**src/rtl/usbepd_pkg.sv**
```systemverilog
package usbepd_pkg;
  // ----------------------------------------
  // register addresses
  // ----------------------------------------
  localparam logic [7:0] ADDR_EP3_IN_COUNT = 8'hD1;
  localparam logic [7:0] ADDR_EP4_OUT_COUNT = 8'hD2;
  localparam logic [7:0] ADDR_EP0_RX_STATUS = 8'hD3;
  localparam logic [7:0] ADDR_BUFFER_OWNERSHIP = 8'hD6;
  localparam logic [7:0] ADDR_ENDPOINT_IRQ_EN = 8'hDA;
  localparam logic [7:0] ADDR_BUS_EVENT_IRQ_EN = 8'hDB;
  localparam logic [7:0] ADDR_BUS_RESET_TIMEOUT = 8'hDC;
  localparam logic [7:0] ADDR_PD_CONTROL = 8'hDF;
  localparam logic [7:0] ADDR_AUX_STATUS = 8'hF5;
  localparam logic [7:0] ADDR_ENDPOINT_FLAGS = 8'hC2;
  localparam logic [7:0] ADDR_BUS_EVENT_FLAGS = 8'hC3;
  localparam logic [7:0] ADDR_EP4_RX_CONTROL = 8'hCF;
  // ----------------------------------------
  // reset values and field positions
  // ----------------------------------------
  localparam logic [7:0] RST_PD_CONTROL = 8'h03;
  localparam logic [7:0] RST_ZERO = 8'h00;
  localparam int BUS_EVENT_LSB = 2;
  localparam int TIMEOUT_EN_BIT = 2;
  localparam int AUX_PRESENT_BIT = 7;
  localparam int AUX_UNPLUG_BIT = 6;
  localparam int EP4_ERR_BIT = 3;
  // ----------------------------------------
  // timing
  // ----------------------------------------
  localparam int CLK_HZ = 40_000_000;
  localparam int TIMEOUT_BASE_MS = 2;
  localparam int CYCLES_PER_MS = CLK_HZ / 1000;
  // ----------------------------------------
  // types
  // ----------------------------------------
  typedef struct packed {
    logic buf4_pd_rx_owner;
    logic buf3_pd_tx_owner;
    logic buf1_bulk_assign;
    logic buf2_bulk_assign;
    logic buf1_spim_dma_assign;
    logic buf2_spim_dma_assign;
    logic buf1_par_dma_assign;
    logic buf2_par_dma_assign;
  } usbepd_owner_s;
  typedef struct packed {
    logic pd_mode_en;
    logic pd_send_ready;
    logic pd_recv_ready;
    logic cc_pin_select;
    logic cc_second_term_connect;
    logic cc_first_term_connect;
    logic [1:0] cc_termination_sel;
  } usbepd_pdctl_s;
  typedef struct packed {
    logic ep0_rx_data_pid;
    logic ep0_rx_error;
    logic ep0_direction;
    logic ep0_setup_seen;
    logic [3:0] ep0_out_length;
  } usbepd_ep0_s;
  typedef enum logic [2:0] {
    USBEPD_OWN_CPU = 3'b000,
    USBEPD_OWN_PD = 3'b001,
    USBEPD_OWN_BULK = 3'b010,
    USBEPD_OWN_SPIM = 3'b011,
    USBEPD_OWN_PAR = 3'b100
  } usbepd_owner_e;
endpackage : usbepd_pkg

```
**src/rtl/usbepd_regs.sv**
```systemverilog
`timescale 1ns/10ps
// Operation
// - ep4 rx error bit, 1 means error
// - ep3 in length, 7-bit RW, reset zero
// - ep4 out length, 7-bit read-only
// - ep0 data pid of last packet
// - ep0 rx error bit
// - ep0 direction, 1 means IN
// - ep0 setup token indicator
// - ep0 out length, 4-bit read-only
// - buffer 4: cpu or pd receive
// - buffer 3: cpu or pd transmit
// - bulk assign for buffers 1 and 2
// - spi and parallel dma assign bits
// - eight endpoint interrupt enables, reset zero
// - six bus event enables, bits 7..2
// - bus reset timeout only when enabled
// - timeout select 2,3,4,5 ms
// - pd mode only while enabled
// - pd send ready from firmware bit
// - pd receive ready from firmware bit
// - cc pin select and termination connects
// - cc termination select, reset 3
// - bus power present, unplug flag
// - event flags set by hw, write0 clears
module usbepd_regs #(
  parameter int CYC_PER_MS = usbepd_pkg::CYCLES_PER_MS
) (
  input wire logic clk_sys_i,
  input wire logic reset_i,
  input wire logic sfr_wr_i,
  input wire logic sfr_rd_i,
  input wire logic [7:0] sfr_addr_i,
  input wire logic [7:0] sfr_wdata_i,
  output logic [7:0] sfr_rdata_o,
  input wire logic ep4_rx_done_i,
  input wire logic ep4_rx_error_i,
  input wire logic [6:0] ep4_rx_length_i,
  input wire logic ep0_rx_done_i,
  input wire logic [7:0] ep0_rx_status_i,
  input wire logic [7:0] endpoint_event_i,
  input wire logic [5:0] bus_event_i,
  input wire logic bus_power_i,
  input wire logic bus_se0_i,
  output logic [6:0] ep3_in_length_o,
  output logic pd_mode_o,
  output logic pd_send_ready_o,
  output logic pd_recv_ready_o,
  output logic cc_pin_select_o,
  output logic cc_first_term_o,
  output logic cc_second_term_o,
  output logic [1:0] cc_termination_sel_o,
  output logic [2:0] buf1_owner_o,
  output logic [2:0] buf2_owner_o,
  output logic [2:0] buf3_owner_o,
  output logic [2:0] buf4_owner_o,
  output logic bus_reset_timeout_o,
  output logic irq_o
);
  initial begin
    if (CYC_PER_MS < 1) $error("CYC_PER_MS must be at least one");
  end
  // ----------------------------------------
  // register state
  // ----------------------------------------
  logic [6:0] ep3_len_q, ep3_len_d;
  logic [6:0] ep4_len_q, ep4_len_d;
  logic ep4_err_q, ep4_err_d;
  usbepd_pkg::usbepd_ep0_s ep0_q, ep0_d;
  usbepd_pkg::usbepd_owner_s own_q, own_d;
  logic [7:0] ep_ie_q, ep_ie_d;
  logic [5:0] bus_ie_q, bus_ie_d;
  logic [2:0] tmo_q, tmo_d;
  usbepd_pkg::usbepd_pdctl_s pd_q, pd_d;
  logic [7:0] ep_flag_q, ep_flag_d;
  logic [5:0] bus_flag_q, bus_flag_d;
  logic unplug_q, unplug_d;
  logic power_q;
  logic [7:0] rdata_d;
  logic irq_d;
  logic wr_hit;
  always_comb begin
    ep3_len_d = ep3_len_q;
    ep4_len_d = ep4_len_q;
    ep4_err_d = ep4_err_q;
    ep0_d = ep0_q;
    own_d = own_q;
    ep_ie_d = ep_ie_q;
    bus_ie_d = bus_ie_q;
    tmo_d = tmo_q;
    pd_d = pd_q;
    ep_flag_d = ep_flag_q;
    bus_flag_d = bus_flag_q;
    unplug_d = unplug_q;
    wr_hit = 1'b0;
    if (sfr_wr_i) begin
      unique case (sfr_addr_i)
        usbepd_pkg::ADDR_EP3_IN_COUNT: ep3_len_d = sfr_wdata_i[6:0];
        usbepd_pkg::ADDR_BUFFER_OWNERSHIP: own_d = sfr_wdata_i;
        usbepd_pkg::ADDR_ENDPOINT_IRQ_EN: ep_ie_d = sfr_wdata_i;
        usbepd_pkg::ADDR_BUS_EVENT_IRQ_EN: bus_ie_d = sfr_wdata_i[7:2];
        usbepd_pkg::ADDR_BUS_RESET_TIMEOUT: tmo_d = sfr_wdata_i[2:0];
        usbepd_pkg::ADDR_PD_CONTROL: pd_d = sfr_wdata_i;
        usbepd_pkg::ADDR_ENDPOINT_FLAGS: ep_flag_d = ep_flag_q & sfr_wdata_i;
        usbepd_pkg::ADDR_BUS_EVENT_FLAGS: bus_flag_d = bus_flag_q & sfr_wdata_i[7:2];
        usbepd_pkg::ADDR_AUX_STATUS: unplug_d = unplug_q & sfr_wdata_i[usbepd_pkg::AUX_UNPLUG_BIT];
        default: wr_hit = 1'b0;
      endcase
    end
    // hardware set wins over a same-cycle firmware clear
    ep_flag_d = ep_flag_d | endpoint_event_i;
    bus_flag_d = bus_flag_d | bus_event_i;
    if (power_q && !bus_power_i) unplug_d = 1'b1;
    if (ep4_rx_done_i) begin
      ep4_len_d = ep4_rx_length_i;
      ep4_err_d = ep4_rx_error_i;
    end
    if (ep0_rx_done_i) ep0_d = ep0_rx_status_i;
  end
  // ----------------------------------------
  // read mux
  // ----------------------------------------
  always_comb begin
    rdata_d = usbepd_pkg::RST_ZERO;
    if (sfr_rd_i) begin
      unique case (sfr_addr_i)
        usbepd_pkg::ADDR_EP3_IN_COUNT: rdata_d = {1'b0, ep3_len_q};
        usbepd_pkg::ADDR_EP4_OUT_COUNT: rdata_d = {1'b0, ep4_len_q};
        usbepd_pkg::ADDR_EP0_RX_STATUS: rdata_d = ep0_q;
        usbepd_pkg::ADDR_EP4_RX_CONTROL: rdata_d[usbepd_pkg::EP4_ERR_BIT] = ep4_err_q;
        usbepd_pkg::ADDR_BUFFER_OWNERSHIP: rdata_d = own_q;
        usbepd_pkg::ADDR_ENDPOINT_IRQ_EN: rdata_d = ep_ie_q;
        usbepd_pkg::ADDR_BUS_EVENT_IRQ_EN: rdata_d = {bus_ie_q, 2'b00};
        usbepd_pkg::ADDR_BUS_RESET_TIMEOUT: rdata_d = {5'b00000, tmo_q};
        usbepd_pkg::ADDR_PD_CONTROL: rdata_d = pd_q;
        usbepd_pkg::ADDR_ENDPOINT_FLAGS: rdata_d = ep_flag_q;
        usbepd_pkg::ADDR_BUS_EVENT_FLAGS: rdata_d = {bus_flag_q, 2'b00};
        usbepd_pkg::ADDR_AUX_STATUS: rdata_d = {power_q, unplug_q, 6'b000000};
        default: rdata_d = usbepd_pkg::RST_ZERO;
      endcase
    end
    irq_d = |(ep_flag_q & ep_ie_q) | |(bus_flag_q & bus_ie_q);
  end
  always_ff @(posedge clk_sys_i) begin
    if (reset_i) begin
      ep3_len_q <= 7'h00;
      ep4_len_q <= 7'h00;
      ep4_err_q <= 1'b0;
      ep0_q <= usbepd_pkg::RST_ZERO;
      own_q <= usbepd_pkg::RST_ZERO;
      ep_ie_q <= usbepd_pkg::RST_ZERO;
      bus_ie_q <= 6'h00;
      tmo_q <= 3'h0;
      pd_q <= usbepd_pkg::RST_PD_CONTROL;
      ep_flag_q <= usbepd_pkg::RST_ZERO;
      bus_flag_q <= 6'h00;
      unplug_q <= 1'b0;
      power_q <= 1'b0;
      sfr_rdata_o <= usbepd_pkg::RST_ZERO;
      irq_o <= 1'b0;
    end else begin
      ep3_len_q <= ep3_len_d;
      ep4_len_q <= ep4_len_d;
      ep4_err_q <= ep4_err_d;
      ep0_q <= ep0_d;
      own_q <= own_d;
      ep_ie_q <= ep_ie_d;
      bus_ie_q <= bus_ie_d;
      tmo_q <= tmo_d;
      pd_q <= pd_d;
      ep_flag_q <= ep_flag_d;
      bus_flag_q <= bus_flag_d;
      unplug_q <= unplug_d;
      power_q <= bus_power_i;
      sfr_rdata_o <= rdata_d;
      irq_o <= irq_d;
    end
  end
  // ----------------------------------------
  // bus reset timeout
  // ----------------------------------------
  // counts se0 time; limit is (2 + select) ms
  logic [31:0] tmo_cnt_q, tmo_cnt_d;
  logic [31:0] tmo_limit;
  logic tmo_hit_d;
  always_comb begin
    tmo_limit = 32'(CYC_PER_MS) * (32'(usbepd_pkg::TIMEOUT_BASE_MS) + 32'(tmo_q[1:0]));
    tmo_cnt_d = 32'h0000_0000;
    tmo_hit_d = 1'b0;
    if (tmo_q[usbepd_pkg::TIMEOUT_EN_BIT] && bus_se0_i) begin
      tmo_cnt_d = (tmo_cnt_q < tmo_limit) ? tmo_cnt_q + 32'h0000_0001 : tmo_cnt_q;
      tmo_hit_d = (tmo_cnt_d >= tmo_limit);
    end
  end
  always_ff @(posedge clk_sys_i) begin
    if (reset_i) begin
      tmo_cnt_q <= 32'h0000_0000;
      bus_reset_timeout_o <= 1'b0;
    end else begin
      tmo_cnt_q <= tmo_cnt_d;
      bus_reset_timeout_o <= tmo_hit_d;
    end
  end
  // ----------------------------------------
  // outputs and buffer ownership
  // ----------------------------------------
  // one owner per buffer by fixed priority, so a double assign from firmware never drives two ports
  function automatic usbepd_pkg::usbepd_owner_e pick(input logic bulk, input logic spim, input logic par);
    if (bulk) return usbepd_pkg::USBEPD_OWN_BULK;
    else if (spim) return usbepd_pkg::USBEPD_OWN_SPIM;
    else if (par) return usbepd_pkg::USBEPD_OWN_PAR;
    else return usbepd_pkg::USBEPD_OWN_CPU;
  endfunction : pick
  always_ff @(posedge clk_sys_i) begin
    if (reset_i) begin
      ep3_in_length_o <= 7'h00;
      pd_mode_o <= 1'b0;
      pd_send_ready_o <= 1'b0;
      pd_recv_ready_o <= 1'b0;
      cc_pin_select_o <= 1'b0;
      cc_first_term_o <= 1'b0;
      cc_second_term_o <= 1'b0;
      cc_termination_sel_o <= 2'h3;
      buf1_owner_o <= usbepd_pkg::USBEPD_OWN_CPU;
      buf2_owner_o <= usbepd_pkg::USBEPD_OWN_CPU;
      buf3_owner_o <= usbepd_pkg::USBEPD_OWN_CPU;
      buf4_owner_o <= usbepd_pkg::USBEPD_OWN_CPU;
    end else begin
      ep3_in_length_o <= ep3_len_q;
      pd_mode_o <= pd_q.pd_mode_en;
      pd_send_ready_o <= pd_q.pd_mode_en & pd_q.pd_send_ready;
      pd_recv_ready_o <= pd_q.pd_mode_en & pd_q.pd_recv_ready;
      cc_pin_select_o <= pd_q.cc_pin_select;
      cc_first_term_o <= pd_q.cc_first_term_connect;
      cc_second_term_o <= pd_q.cc_second_term_connect;
      cc_termination_sel_o <= pd_q.cc_termination_sel;
      buf1_owner_o <= pick(own_q.buf1_bulk_assign, own_q.buf1_spim_dma_assign, own_q.buf1_par_dma_assign);
      buf2_owner_o <= pick(own_q.buf2_bulk_assign, own_q.buf2_spim_dma_assign, own_q.buf2_par_dma_assign);
      buf3_owner_o <= own_q.buf3_pd_tx_owner ? usbepd_pkg::USBEPD_OWN_PD : usbepd_pkg::USBEPD_OWN_CPU;
      buf4_owner_o <= own_q.buf4_pd_rx_owner ? usbepd_pkg::USBEPD_OWN_PD : usbepd_pkg::USBEPD_OWN_CPU;
    end
  end
  // ----------------------------------------
  // checks
  // ----------------------------------------
  ep4_err_read_a: assert property (@(posedge clk_sys_i) disable iff (reset_i)
    ep4_rx_done_i |=> ep4_err_q == $past(ep4_rx_error_i))
    else $error("ep4 error bit wrong");
  ep3_len_wr_a: assert property (@(posedge clk_sys_i) disable iff (reset_i)
    (sfr_wr_i && sfr_addr_i == usbepd_pkg::ADDR_EP3_IN_COUNT) |=> ##1 ep3_in_length_o == $past(sfr_wdata_i[6:0], 2))
    else $error("ep3 length not taken");
  ep4_len_cap_a: assert property (@(posedge clk_sys_i) disable iff (reset_i)
    ep4_rx_done_i |=> ep4_len_q == $past(ep4_rx_length_i))
    else $error("ep4 length not captured");
  ep0_status_cap_a: assert property (@(posedge clk_sys_i) disable iff (reset_i)
    ep0_rx_done_i |=> ep0_q == $past(ep0_rx_status_i))
    else $error("ep0 status not captured");
  buf4_owner_a: assert property (@(posedge clk_sys_i) disable iff (reset_i)
    $past(own_q.buf4_pd_rx_owner) |-> buf4_owner_o == usbepd_pkg::USBEPD_OWN_PD)
    else $error("buffer 4 owner wrong");
  flag_set_wins_a: assert property (@(posedge clk_sys_i) disable iff (reset_i)
    endpoint_event_i[0] |=> ep_flag_q[0])
    else $error("event lost");
  irq_follow_a: assert property (@(posedge clk_sys_i) disable iff (reset_i)
    (ep_flag_q & ep_ie_q) != 8'h00 |=> irq_o)
    else $error("irq missing");
  pd_gate_a: assert property (@(posedge clk_sys_i) disable iff (reset_i)
    !$past(pd_q.pd_mode_en) |-> !pd_send_ready_o && !pd_recv_ready_o)
    else $error("pd active while disabled");
  tmo_gate_a: assert property (@(posedge clk_sys_i) disable iff (reset_i)
    !tmo_q[usbepd_pkg::TIMEOUT_EN_BIT] |=> !bus_reset_timeout_o)
    else $error("timeout while disabled");
  unplug_set_a: assert property (@(posedge clk_sys_i) disable iff (reset_i)
    (power_q && !bus_power_i) |=> unplug_q)
    else $error("unplug not flagged");
  irq_seen_c: cover property (@(posedge clk_sys_i) disable iff (reset_i) irq_o);
  tmo_seen_c: cover property (@(posedge clk_sys_i) disable iff (reset_i) bus_reset_timeout_o);
  unplug_seen_c: cover property (@(posedge clk_sys_i) disable iff (reset_i) $rose(unplug_q));
endmodule : usbepd_regs

```
**config.mk**
```make
export PLATFORM = sky130hd
export DESIGN_NAME = usbepd_regs
export DESIGN_NICKNAME = d
export VERILOG_FILES = /design/src/rtl/usbepd_pkg.sv /design/src/rtl/usbepd_regs.sv
export SDC_FILE = /design/constraint.sdc
export NUM_CORES = 1
export LEC_CHECK = 0
export BUFFER_PORTS_ARGS = -buffer_cell sky130_fd_sc_hd__buf_2
export CORE_MARGIN = 5
export CORE_UTILIZATION = 50
export CTS_BUF_LIST = sky130_fd_sc_hd__clkbuf_8
export DETAILED_ROUTE_END_ITERATION = 6
export PLACE_DENSITY = 0.7
export SYNTH_ARGS = -nofsm -noshare
export SYNTH_HDL_FRONTEND = slang
export SYNTH_SLANG_ARGS = --single-unit
```
**constraint.sdc**
```tcl
create_clock -name clk_sys_i -period 5.5 [get_ports clk_sys_i]
set_clock_uncertainty 0.1 [all_clocks]
set_input_delay 0.275 -clock clk_sys_i [delete_from_list [all_inputs] [get_ports clk_sys_i]]
set_output_delay 0.275 -clock clk_sys_i [all_outputs]
set_load 0.03 [all_outputs]
```
==> After elaboration in Yosys (flattened, before gate mapping) <==
Index checks and enable logic that the tools add are counted.
{ "word_totals": {"elab_cells": 118, "out_inout_bits": 37, "register_bits": 141, "in_bits": 54} }
{ "op_classes": {"n_addsub": 2, "reduce_logical": 20, "multipliers": 1, "n_bitwise": 12, "n_eq_ne": 12, "n_mux": 19, "n_lt_le_gt_ge": 2} }
{ "op_table": {"columns": ["op", "n"], "rows": [
  ["equality test 8 bit, second input constant", 12],
  ["one-hot mux 4 bit (10 select lines)", 1],
  ["adder 32 x 1 -> 32 bit, second input constant", 1],
  [">= comparator 32 x 19 -> 1 bit", 1],
  ["less-than comparator 32 x 19 -> 1 bit", 1],
  ["2-to-1 mux 32 bit", 1],
  ["one-hot mux 3 bit (10 select lines)", 1],
  ["AND 8 bit", 2],
  ["2-to-1 mux 8 bit", 2],
  ["AND reduction 2 bit", 7],
  ["multiplier 10 x 3 -> 13 bit, first input constant", 1],
  ["AND 6 bit", 2],
  ["2-to-1 mux 6 bit", 2],
  ["one-hot mux 1 bit (10 select lines)", 1],
  ["2-to-1 mux 2 bit", 4],
  ["OR 8 bit", 1],
  ["OR reduction 2 bit", 4],
  ["OR reduction 8 bit", 1],
  ["2-to-1 mux 3 bit", 2],
  ["OR 6 bit", 1],
  ["OR reduction 3 bit", 2],
  ["OR reduction 6 bit", 1],
  ["2-to-1 mux 1 bit", 5],
  ["nonzero test 2 bit", 2],
  ["other kinds (6)", 10]
]} }

==> Logic depth before layout (Yosys ltp) <==
Gate-level depths: netlist (run 1).
{ "depth": {"depth_word": 5, "mapped_depth": 20, "ltp_nobuf": 20} }

==> Least setup slack after synthesis (run 1) <==
Ideal clock, no wire load.
{ "synth_timing": {"kind": "register -> register", "start": "reg tmo_q[0]", "end": "reg bus_reset_timeout_o", "period_less_slack_ps": 4265, "slack_ps": 1235, "stages_incl_launch_ff": 18, "setup_ps": 131, "n_path_buf": 0, "required_ps": 5269, "t_arrival_ps": 4034, "path_cell_list": "dfxtp_1 > inv_1 > ha_1 > and3_1 > o21ai_0 > xnor2_1 > ha_1 > a21oi_1 > o221ai_1 > or2_1 > a21o_1 > or4_4 > xnor2_2 > ha_1 > a2111oi_0 > mux2i_1 > a311oi_1 > a21oi_1"} }
{ "synth_via": {"elab_chain_cells": 5} }
{ "synth_lines": {"columns": ["item", "line_no", "rtl"], "rows": [
  ["start: declaration", "usbepd_regs.sv:73", "logic [2:0] tmo_q, tmo_d;"],
  ["start signal: assignment", "usbepd_regs.sv:169", "tmo_q <= tmo_d;"],
  ["adder 2 x 2 -> 3 bit *", "usbepd_regs.sv:187", "tmo_limit = 32'(CYC_PER_MS) * (32'(usbepd_pkg::TIMEOUT_BASE_MS) + 32'(tmo_q[1:0]));"],
  ["multiplier 10 x 3 -> 13 bit *", "usbepd_regs.sv:187", null],
  ["less-than comparator 32 x 19 -> 1 bit", "usbepd_regs.sv:191", "tmo_cnt_d = (tmo_cnt_q < tmo_limit) ? tmo_cnt_q + 32'h0000_0001 : tmo_cnt_q;"],
  ["2-to-1 mux 32 bit", "usbepd_regs.sv:191", null],
  [">= comparator 32 x 19 -> 1 bit *", "usbepd_regs.sv:192", "tmo_hit_d = (tmo_cnt_d >= tmo_limit);"],
  ["end signal: assignment", "usbepd_regs.sv:201", "bus_reset_timeout_o <= tmo_hit_d;"],
  ["end: declaration", "usbepd_regs.sv:57", "output logic bus_reset_timeout_o,"]
]} }
Mark *: on every way between the ends. The rest lies on a longest branch, timed or not.
A chain may end at the register's enable or synchronous reset.

==> Worst setup path after layout (run 1) <==
Ends and elaborated chain as after synthesis.

==> summary.txt, run 1 <==
Max-slew headroom: 39.3%
CP Launch Type: flop
Outcome: complete, no violations
Hold slack: 0.0198 ns
Vias in the first global route: 5237
Seq pwr share: 52.8%
Fmax: 205 MHz
Setup-failing EPs final: 0
Critical Path End: bus_reset_timeout_o
Worst reg2reg endpoint: bus_reset_timeout_o
Sequential element share of the synthesized area: 45.0%
1st-iter DRT viols: 612
Crit Path Max Fanout: 10
Clock sink count: 137
Clock Pin Slew Worst Setup and Hold Paths: 0.08 ns
Final Critical Period: 4.89 ns
Post-synthesis xor/xnor area fraction: 2.85%
Nets: 857
Highest cell delay on the worst timing path: 0.55 ns
Vias: 5275
Die Y: 120 µm
Leading area contributor after synthesis: dfxtp_1
Fin. Hold Viols: 0
TritonCTS buffer count: 17
Clock latency on the worst-skew pair: 0.45 ns
GP Congestion: 0.921
Slowest CP cell: or4_4
Int Power: 1440 µW
Via/cell ratio: 5.64
Most used DFF post-synth: dfxtp_1
I/O Buffers: 86
Setup TNS Final: 0 ns
Post-DR wirelength/cell: 17.8 µm
Ant. Diodes: 0
CTS resizes: 0
Worst Tran Pin Value: 0.902 ns
Arrival @ worst endpoint: 5.10 ns
Share of cells above drive strength 1: 17.0%
Worst r2r src: tmo_q[0]
Synth area leaders: dfxtp_1, mux2i_1, ha_1
NetSw: 488 µW
CTS H-Tree Depth: 4
Area share of the largest cell type after synthesis: 45.0%
Mapped cell area: 6100 µm²
Fill cells: 1034
Initial core utilization: 51.0%
GR Util met3: 6.74%
Pwr per Cell Area: 264 nW/µm²
Synthesis-to-layout area growth: 19.9%
Switching share of power: 25.3%
Bufs on Longest Clock Path: 2
Clock Tree Root: clkbuf_8
Initial antenna violation count: 0
Die Area: 14500 µm²
I/O pin cnt: 91
Synth Warn #: 0
Die Wd: 120 µm
Most common cell type on the critical path: ha_1
Clock power share: 41.4%
Pin count of the biggest net entering global routing: 59
Buf/Inv on CP: 1
Worst setup path startpoint: tmo_q[0]
Critical Path Stages: 17
Largest family of logic cells by synthesized area: simple AND/OR/NAND/NOR gates
Remaining DRCs: 0
Core area: 12000 µm²
Post-CTS setup repair buffer count: 0
Syn_area_per_cell: 9.18 µm²
Min-delay worst type: primary input to flop
Cell breakdown of the critical path: inv_1 > ha_1 > and3_1 > o21ai_0 > xnor2_1 > ha_1 > a21oi_1 > o221ai_1 > or2_1 > a21o_1 > or4_4 > xnor2_2 > ha_1 > a2111oi_0 > mux2i_1 > a311oi_1 > a21oi_1
Total chip power: 1930 µW
Synth Area in Simple Gates: 20.9%
WL final: 16.6 mm
Post-synth EDFFs: 0
Max-Cap Viols: 0
Seq cells post-synth: 137
First-pass GRT wire length: 26.7 mm
CTS tree: yes
Leak: 0.00321 µW
RSZ-0062 raised after global routing: false
Hold buffers post-CTS: 30
Worst path top cell family by delay: compound AO/OA/AOI/OAI gates
Cell count after synthesis: 664
Synth cell types: 56
Post-synthesis mux area share: 9.42%
CP Capture Type: flop
Detailed placement HPWL: 12.2 mm
Met1 Track Usage GR: 28.5%
CP required: 5.71 ns
Compound-Gate Fraction of Synth Area: 12.7%
Post-DRT Antenna Nets: 0
GR peak layer: met2
R2R cell count: 17
Met2 GRT Util: 38.2%
Async S/R FF share, synth: 0%
Row cnt: 40
Adder-cell area share of the yosys netlist: 5.54%
Period utilization: 88.9%
Internal reg-to-reg setup slack: 0.61 ns
DR pass1 iterations: 6
Total GRT Usage: 23.2%
Slew Viols, Final: 0
Worst vdd ir: 210 µV
Combinational share of power: 5.8%
Total congestion overflow: 0
Critical path class: flop to flop
[worst register-to-register path, cell delays in order, from the launching register on]
cell and delay (ns):
dfxtp_1 0.54, inv_1 0.18, ha_1 0.28, and3_1 0.19, o21ai_0 0.20, xnor2_1 0.20
ha_1 0.31, a21oi_1 0.15, o221ai_1 0.16, or2_1 0.28, a21o_1 0.25, or4_4 0.55
xnor2_2 0.16, ha_1 0.32, a2111oi_0 0.40, mux2i_1 0.12, a311oi_1 0.28, a21oi_1 0.09
[through the flow]
step	area, µm²	setup slack, ns	utilization (%)	instances
finish	7310	0.612	61.1	936
global route	7310	0.219	61.1	936
CTS	7310	0.675	61.1	936
detailed placement	6630	0.710	55.4	874
global placement	6630	0.860	55.4	874
floorplan	6110	1.23	-	667
[power groups by stage]
stage	clock [µW]	combinational (µW)	sequential, µW
finish	798	112	1020
CTS	812	109	1020
global placement	0	90.6	1040
global route	864	121	1020
detailed placement	0	92.5	1040
floorplan	0	55.9	1040
[registers in the layout, summed over array words and instances (netlist names), 7 cells and up]
register and cells:
tmo_cnt_q 32, ep0_q 8, ep_flag_q 8, ep_ie_q 8, own_q 8, pd_q 8, sfr_rdata_o 8, ep3_in_length_o 7
ep3_len_q 7, ep4_len_q 7
[worst min path at each step]
stage | start | end | cells past startpoint
2_1_floorplan | reset_i | pd_mode_o | 1
3_3_place_gp | tmo_cnt_q[19] | tmo_cnt_q[19] | 1
3_5_place_dp | tmo_cnt_q[20] | tmo_cnt_q[20] | 1
4_1_cts | sfr_wdata_i[0] | ep3_len_q[0] | 3
5_1_grt | bus_event_i[0] | bus_flag_q[0] | 3
6_report | bus_event_i[0] | bus_flag_q[0] | 3
[cells by family after synthesis]
logic type,after synthesis
mux,57
compound gates,123
other cells,1
flops,137
buf+inv,51
xor+xnor,19
fa+ha+maj,27
simple gates,249
[cell type report]
class	count	area [µm²]	area share [%]
well taps	147	184	2.52
clock inverters	13	120	1.64
multi-input cells	479	3160	43.2
repair buffers	120	761	10.4
inverters	21	78.8	1.08
flip-flops and latches	137	2740	37.5
clock buffers	19	262	3.58
[metal layers]
metal,wire (µm),share of wire [%]
met2,7970,48
met3,1190,7.1
met4,386,2.3
met1,7080,43
met5,0,0
[synth_stat cells (3+ instances only)]
master and instances:
nor2b_1 19, nor2_1 77, nand4_1 9, nor3_1 4, dfxtp_1 137, buf_1 3, xor2_1 8, nor4_1 8
a211o_1 3, nand2_1 42, buf_2 3, buf_4 4, o21ai_0 18, nand2b_1 5, or2_2 6, ha_1 27
a2111oi_0 3, clkbuf_1 19, a221oi_1 11, inv_1 21, a22oi_1 5, and3_1 7, a21o_1 3, a222oi_1 5
nor3b_1 3, mux2i_1 54, a22o_1 4, mux2_2 3, a31oi_1 5, xnor2_1 10, nand3_1 21, and2_1 30
a21oi_1 54, and4_1 5
[cell usage in the layout, fill, tap and decap left out, types with 4 or more instances in the layout]
master         synthesis  routed
a21oi_1               54      54
a22oi_1                5       5
dfxtp_1              137     137
and3_1                 7       7
nor3_1                 4       4
nand2b_1               5       5
buf_2                  3      86
o21ai_0               18      18
clkbuf_8               0      19
nor4_1                 8       7
a31oi_1                5       5
a221oi_1              11      11
nor2_1                77      77
a222oi_1               5       5
xor2_1                 8       8
nand2_1               42      42
xnor2_1               10      10
a22o_1                 4       4
nand4_1                9       9
and2_1                30      30
inv_1                 21      22
buf_4                  4       4
ha_1                  27      27
dlygate4sd3_1          0      30
and4_1                 5       5
nand3_1               21      21
nor2b_1               19      19
clkinvlp_4             0       4
mux2i_1               54      54
or2_2                  6       6
conb_1                 1       4
Note: power is estimated with default switching activity, not from simulation.
==> run 2, diff against run 1 <==
Settings changed: CELL_PAD_IN_SITES_DETAIL_PLACEMENT set to 0, CELL_PAD_IN_SITES_GLOBAL_PLACEMENT set to 2, CORE_UTILIZATION 50 to 36, PLACE_DENSITY 0.7 to 0.8.
==> run 2 against run 1 <==
Clock power is 9.9% higher. Largest cell class unchanged. Highest routed layer unchanged. Critical endpoint unchanged. Critical path depth stayed put. Design area is 1.8% higher. Largest power group unchanged. Die area is 35% higher. Non-clock buffer count stayed put. Core utilization is 16 points lower.
==> summary.txt, run 2 (synthesized netlist as in run 1, its figures left out) <==
Ant. Diodes: 0
Pwr per Cell Area: 270 nW/µm²
Clock power share: 43.7%
Fin. Hold Viols: 0
Worst vdd ir: 156 µV
Min-delay worst type: primary input to flop
Combinational share of power: 5.5%
Synthesis-to-layout area growth: 22.1%
Period utilization: 87.5%
Fin worst setup slack: 0.687 ns
R2R cell count: 17
DR pass1 iterations: 5
Crit Path Max Fanout: 10
Min-Delay Endpoint: ep_flag_q[2]
Worst r2r src: tmo_q[0]
Setup TNS Final: 0 ns
Final Critical Period: 4.81 ns
Die Y: 140 µm
TritonCTS buffer count: 17
Core area: 16600 µm²
Vias in the first global route: 5175
Worst Tran Pin Value: 0.845 ns
Hold path cells: 3
Arrival @ worst endpoint: 5.03 ns
Total GRT Usage: 17.7%
1st-iter DRT viols: 262
Slew Viols, Final: 0
Fill cells: 1702
Int Power: 1540 µW
CP required: 5.71 ns
Pin count of the biggest net entering global routing: 73
Worst reg2reg endpoint: bus_reset_timeout_o
Clock latency on the worst-skew pair: 0.44 ns
Die Area: 19600 µm²
Critical path class: flop to flop
RSZ-0062 raised after global routing: false
Max-Cap Viols: 0
Seq pwr share: 50.8%
Initial core utilization: 36.8%
I/O Buffers: 86
Fmax: 208 MHz
Hold Startpoint: endpoint_event_i[2]
CP Launch Type: flop
Total congestion overflow: 0
DP Worst Slack: 0.703 ns
Detailed placement HPWL: 13.0 mm
NetSw: 468 µW
Post-CTS setup repair buffer count: 0
Via/cell ratio: 5.12
Setup-failing EPs final: 0
Die Wd: 140 µm
GP Congestion: 0.886
Nets: 857
Max reg flops: 32
Most frequent cells in the layout: dfxtp_1, buf_2, nor2_1
Post-DRT Antenna Nets: 0
Outcome: complete, no violations
First-pass GRT wire length: 27.5 mm
Total chip power: 2010 µW
WL final: 17.4 mm
Clock Pin Slew Worst Setup and Hold Paths: 0.08 ns
Initial antenna violation count: 0
CTS tree: yes
CP Capture Type: flop
Leak: 0.00324 µW
Most flop-heavy register: tmo_cnt_q
Commonest non-fill, non-tap cell in the layout: dfxtp_1
Share of cells above drive strength 1: 16.9%
Remaining DRCs: 0
Switching share of power: 23.3%
Clock sink count: 137
Clock Tree Root: clkbuf_8
Hold slack: 0.0426 ns
Vias: 5168
CTS H-Tree Depth: 4
CTS resizes: 0
Final Util: 44.9%
Row cnt: 47
I/O pin cnt: 91
Max-slew headroom: 43.1%
Bufs on Longest Clock Path: 2
Post-DR wirelength/cell: 17.2 µm
Internal reg-to-reg setup slack: 0.69 ns
run 2: area by class of cell:
| cell class | instances | area [µm²] | share of cell area (%) |
|---|---|---|---|
| well taps | 220 | 275 | 3.70 |
| clock buffers | 20 | 275 | 3.70 |
| repair buffers | 120 | 761 | 10.2 |
| clock inverters | 12 | 149 | 2.00 |
| flip-flops and latches | 137 | 2740 | 36.9 |
| inverters | 21 | 78.8 | 1.06 |
| multi-input cells | 479 | 3160 | 42.5 |
run 2: power by group through the flow:
| stage | Sequential (µW) | Clock [µW] | Combinational, µW |
|---|---|---|---|
| floorplan | 1040 | 0 | 55.9 |
| global placement | 1040 | 0 | 94.8 |
| detailed placement | 1040 | 0 | 95.7 |
| CTS | 1020 | 902 | 112 |
| global route | 1020 | 937 | 123 |
| finish | 1020 | 877 | 111 |
run 2: worst max-delay path by stage:
stage               depth (start not counted)  slack, ns             endpoint  startpoint
floorplan                                  17       1.23  bus_reset_timeout_o    tmo_q[0]
global placement                           17       0.80  bus_reset_timeout_o    tmo_q[0]
CTS                                        17       0.70  bus_reset_timeout_o    tmo_q[0]
global route                               17       0.30  bus_reset_timeout_o    tmo_q[0]
finish                                     17       0.69  bus_reset_timeout_o    tmo_q[0]
detailed placement                         17       0.70  bus_reset_timeout_o    tmo_q[0]
run 2: repair_timing:
| item | 4_1_cts | 5_1_grt |
|---|---|---|
| endpoints found under the setup margin | 0 | 0 |
| hold buffers | 30 | 0 |
| endpoints found under the hold margin | 30 | 0 |
run 2: through the flow:
stage | cells | instance area [µm²]
final | 1009 | 7440
after CTS | 1009 | 7440
after detailed placement | 947 | 6720
after global placement | 947 | 6720
after global routing | 1009 | 7440
after floorplan | 667 | 6110
run 2: critical path, cell delays in order, from the launching register on:
cell       delay [ns]
dfxtp_1          0.54
inv_1            0.17
ha_1             0.26
and3_1           0.18
o21ai_0          0.19
xnor2_1          0.18
ha_1             0.30
a21oi_1          0.13
o221ai_1         0.18
or2_1            0.30
a21o_1           0.22
or4_4            0.54
xnor2_2          0.15
ha_1             0.32
a2111oi_0        0.40
mux2i_1          0.13
a311oi_1         0.29
a21oi_1          0.10
run 2: metal layers:
| metal | vias up | part of all wire (%) | track usage, % |
|---|---|---|---|
| met2 | 146 | 49 | 30.1 |
| li1 | 2574 | - | - |
| met5 | - | 0 | 0 |
| met1 | 2414 | 43 | 21.7 |
| met3 | 34 | 4.8 | 4.26 |
| met4 | 0 | 2.9 | 6.68 |
==> run 3, diff against run 2 <==
Clock period 5.5 ns to 5.35 ns, I/O delays scaled along.
==> run 3 against run 2 <==
Final cell count did not move. Critical path depth did not move. Worst hold slack better by 0.015 ns. Non-clock buffer count is 1 higher. Combinational power rose by 5%. Clock power shrank 9.2%. Critical endpoint unchanged. Highest routed layer unchanged.
==> summary.txt, run 3 (synthesized netlist as in run 1, its figures left out) <==
Bufs on Longest Clock Path: 2
Commonest non-fill, non-tap cell in the layout: dfxtp_1
Clock latency on the worst-skew pair: 0.44 ns
Final Critical Period: 4.95 ns
Post-DRT Antenna Nets: 0
Pin count of the biggest net entering global routing: 72
Min-Delay Endpoint: pd_q[5]
Initial core utilization: 36.8%
Vias: 5177
Post-CTS setup repair buffer count: 0
Clock Tree Root: clkbuf_8
Most flop-heavy register: tmo_cnt_q
Max reg flops: 32
WL final: 17.5 mm
DP Worst Slack: 0.502 ns
I/O Buffers: 86
Leak: 0.00321 µW
DR pass1 iterations: 6
Hold path cells: 3
Die Area: 19600 µm²
Worst r2r src: tmo_q[0]
Die Y: 140 µm
Vias in the first global route: 5141
Synthesis-to-layout area growth: 21.4%
First-pass GRT wire length: 27.6 mm
CP Launch Type: flop
GP Congestion: 0.890
Worst vdd ir: 145 µV
Fin. Hold Viols: 0
Period utilization: 92.5%
Max-Cap Viols: 0
Clock Pin Slew Worst Setup and Hold Paths: 0.08 ns
CTS H-Tree Depth: 4
Max-slew headroom: 42.7%
CP Capture Type: flop
Fin worst setup slack: 0.402 ns
Worst reg2reg endpoint: bus_reset_timeout_o
TritonCTS buffer count: 17
Detailed placement HPWL: 13.0 mm
Hold buffers post-CTS: 31
Fin area: 7400 µm²
Slew Viols, Final: 0
Post-DR wirelength/cell: 17.3 µm
Die Wd: 140 µm
Fmax: 202 MHz
Critical path class: flop to flop
Post-Place Cells: 947
Nets: 858
Min-delay worst type: primary input to flop
CTS resizes: 0
Core area: 16600 µm²
Worst Tran Pin Value: 0.851 ns
Remaining DRCs: 0
Total congestion overflow: 0
Outcome: complete, no violations
Arrival @ worst endpoint: 5.16 ns
I/O pin cnt: 91
Initial antenna violation count: 0
Most frequent cells in the layout: dfxtp_1, buf_2, nor2_1
Ant. Diodes: 0
1st-iter DRT viols: 311
Pwr per Cell Area: 265 nW/µm²
Crit Path Max Fanout: 10
Clock sink count: 137
Hold Startpoint: sfr_wdata_i[5]
Internal reg-to-reg setup slack: 0.40 ns
CP required: 5.56 ns
Row cnt: 47
Via/cell ratio: 5.13
CTS tree: yes
Setup TNS Final: 0 ns
Fin cells: 1009
R2R cell count: 17
RSZ-0062 raised after global routing: false
Fill cells: 1667
Share of cells above drive strength 1: 16.9%
Post-place instance area: 6720 µm²
Setup-failing EPs final: 0
Total GRT Usage: 17.8%
run 3: worst max-delay path by stage:
stage,from,end,cells past startpoint
6_report,tmo_q[0],bus_reset_timeout_o,17
3_5_place_dp,tmo_q[0],bus_reset_timeout_o,17
5_1_grt,tmo_q[0],bus_reset_timeout_o,17
4_1_cts,tmo_q[0],bus_reset_timeout_o,17
2_1_floorplan,tmo_q[0],bus_reset_timeout_o,17
3_3_place_gp,tmo_q[0],bus_reset_timeout_o,17
run 3: critical path: stages, from the launching register on:
cell and delay [ns]:
dfxtp_1 0.54, inv_1 0.18, ha_1 0.27, and3_1 0.18
o21ai_0 0.19, xnor2_1 0.19, ha_1 0.30, a21oi_1 0.14
o221ai_1 0.17, or2_1 0.29, a21o_1 0.21, or4_4 0.53
xnor2_2 0.15, ha_1 0.32, a2111oi_0 0.51, mux2i_1 0.15
a311oi_1 0.29, a21oi_1 0.11
run 3: stage by stage:
stage          utilization (%)  total power (µW)  hold slack, ns
2_1_floorplan                -              1120           0.254
3_3_place_gp              40.5              1170           0.342
3_5_place_dp              40.5              1170           0.346
4_1_cts                   44.6              1990          0.0369
5_1_grt                   44.6              2050          0.0345
6_report                  44.6              1960          0.0578
run 3: layout make-up:
type / instances / area [µm²] / share of cell area, %
tap: 220 / 275 / 3.72
multi-input combinational: 479 / 3160 / 42.7
clock inverter: 11 / 97.6 / 1.32
clock buffer: 20 / 275 / 3.72
inverter: 21 / 78.8 / 1.07
sequential: 137 / 2740 / 37.1
timing repair buffer: 121 / 771 / 10.4
run 3: report_power, final:
part	total, µW	switching [µW]	internal [µW]
Combinational	116	65.1	50.8
Clock	796	395	401
Sequential	1050	13.1	1040
Total	1960	474	1490
run 3: metal layers:
metal / track usage [%] / share of wire, % / vias to the layer above
li1: - / - / 2576
met1: 22.1 / 44 / 2464
met2: 30.8 / 51 / 121
met3: 4.19 / 4.1 / 16
met4: 4.90 / 1.5 / 0
met5: 0 / 0 / -
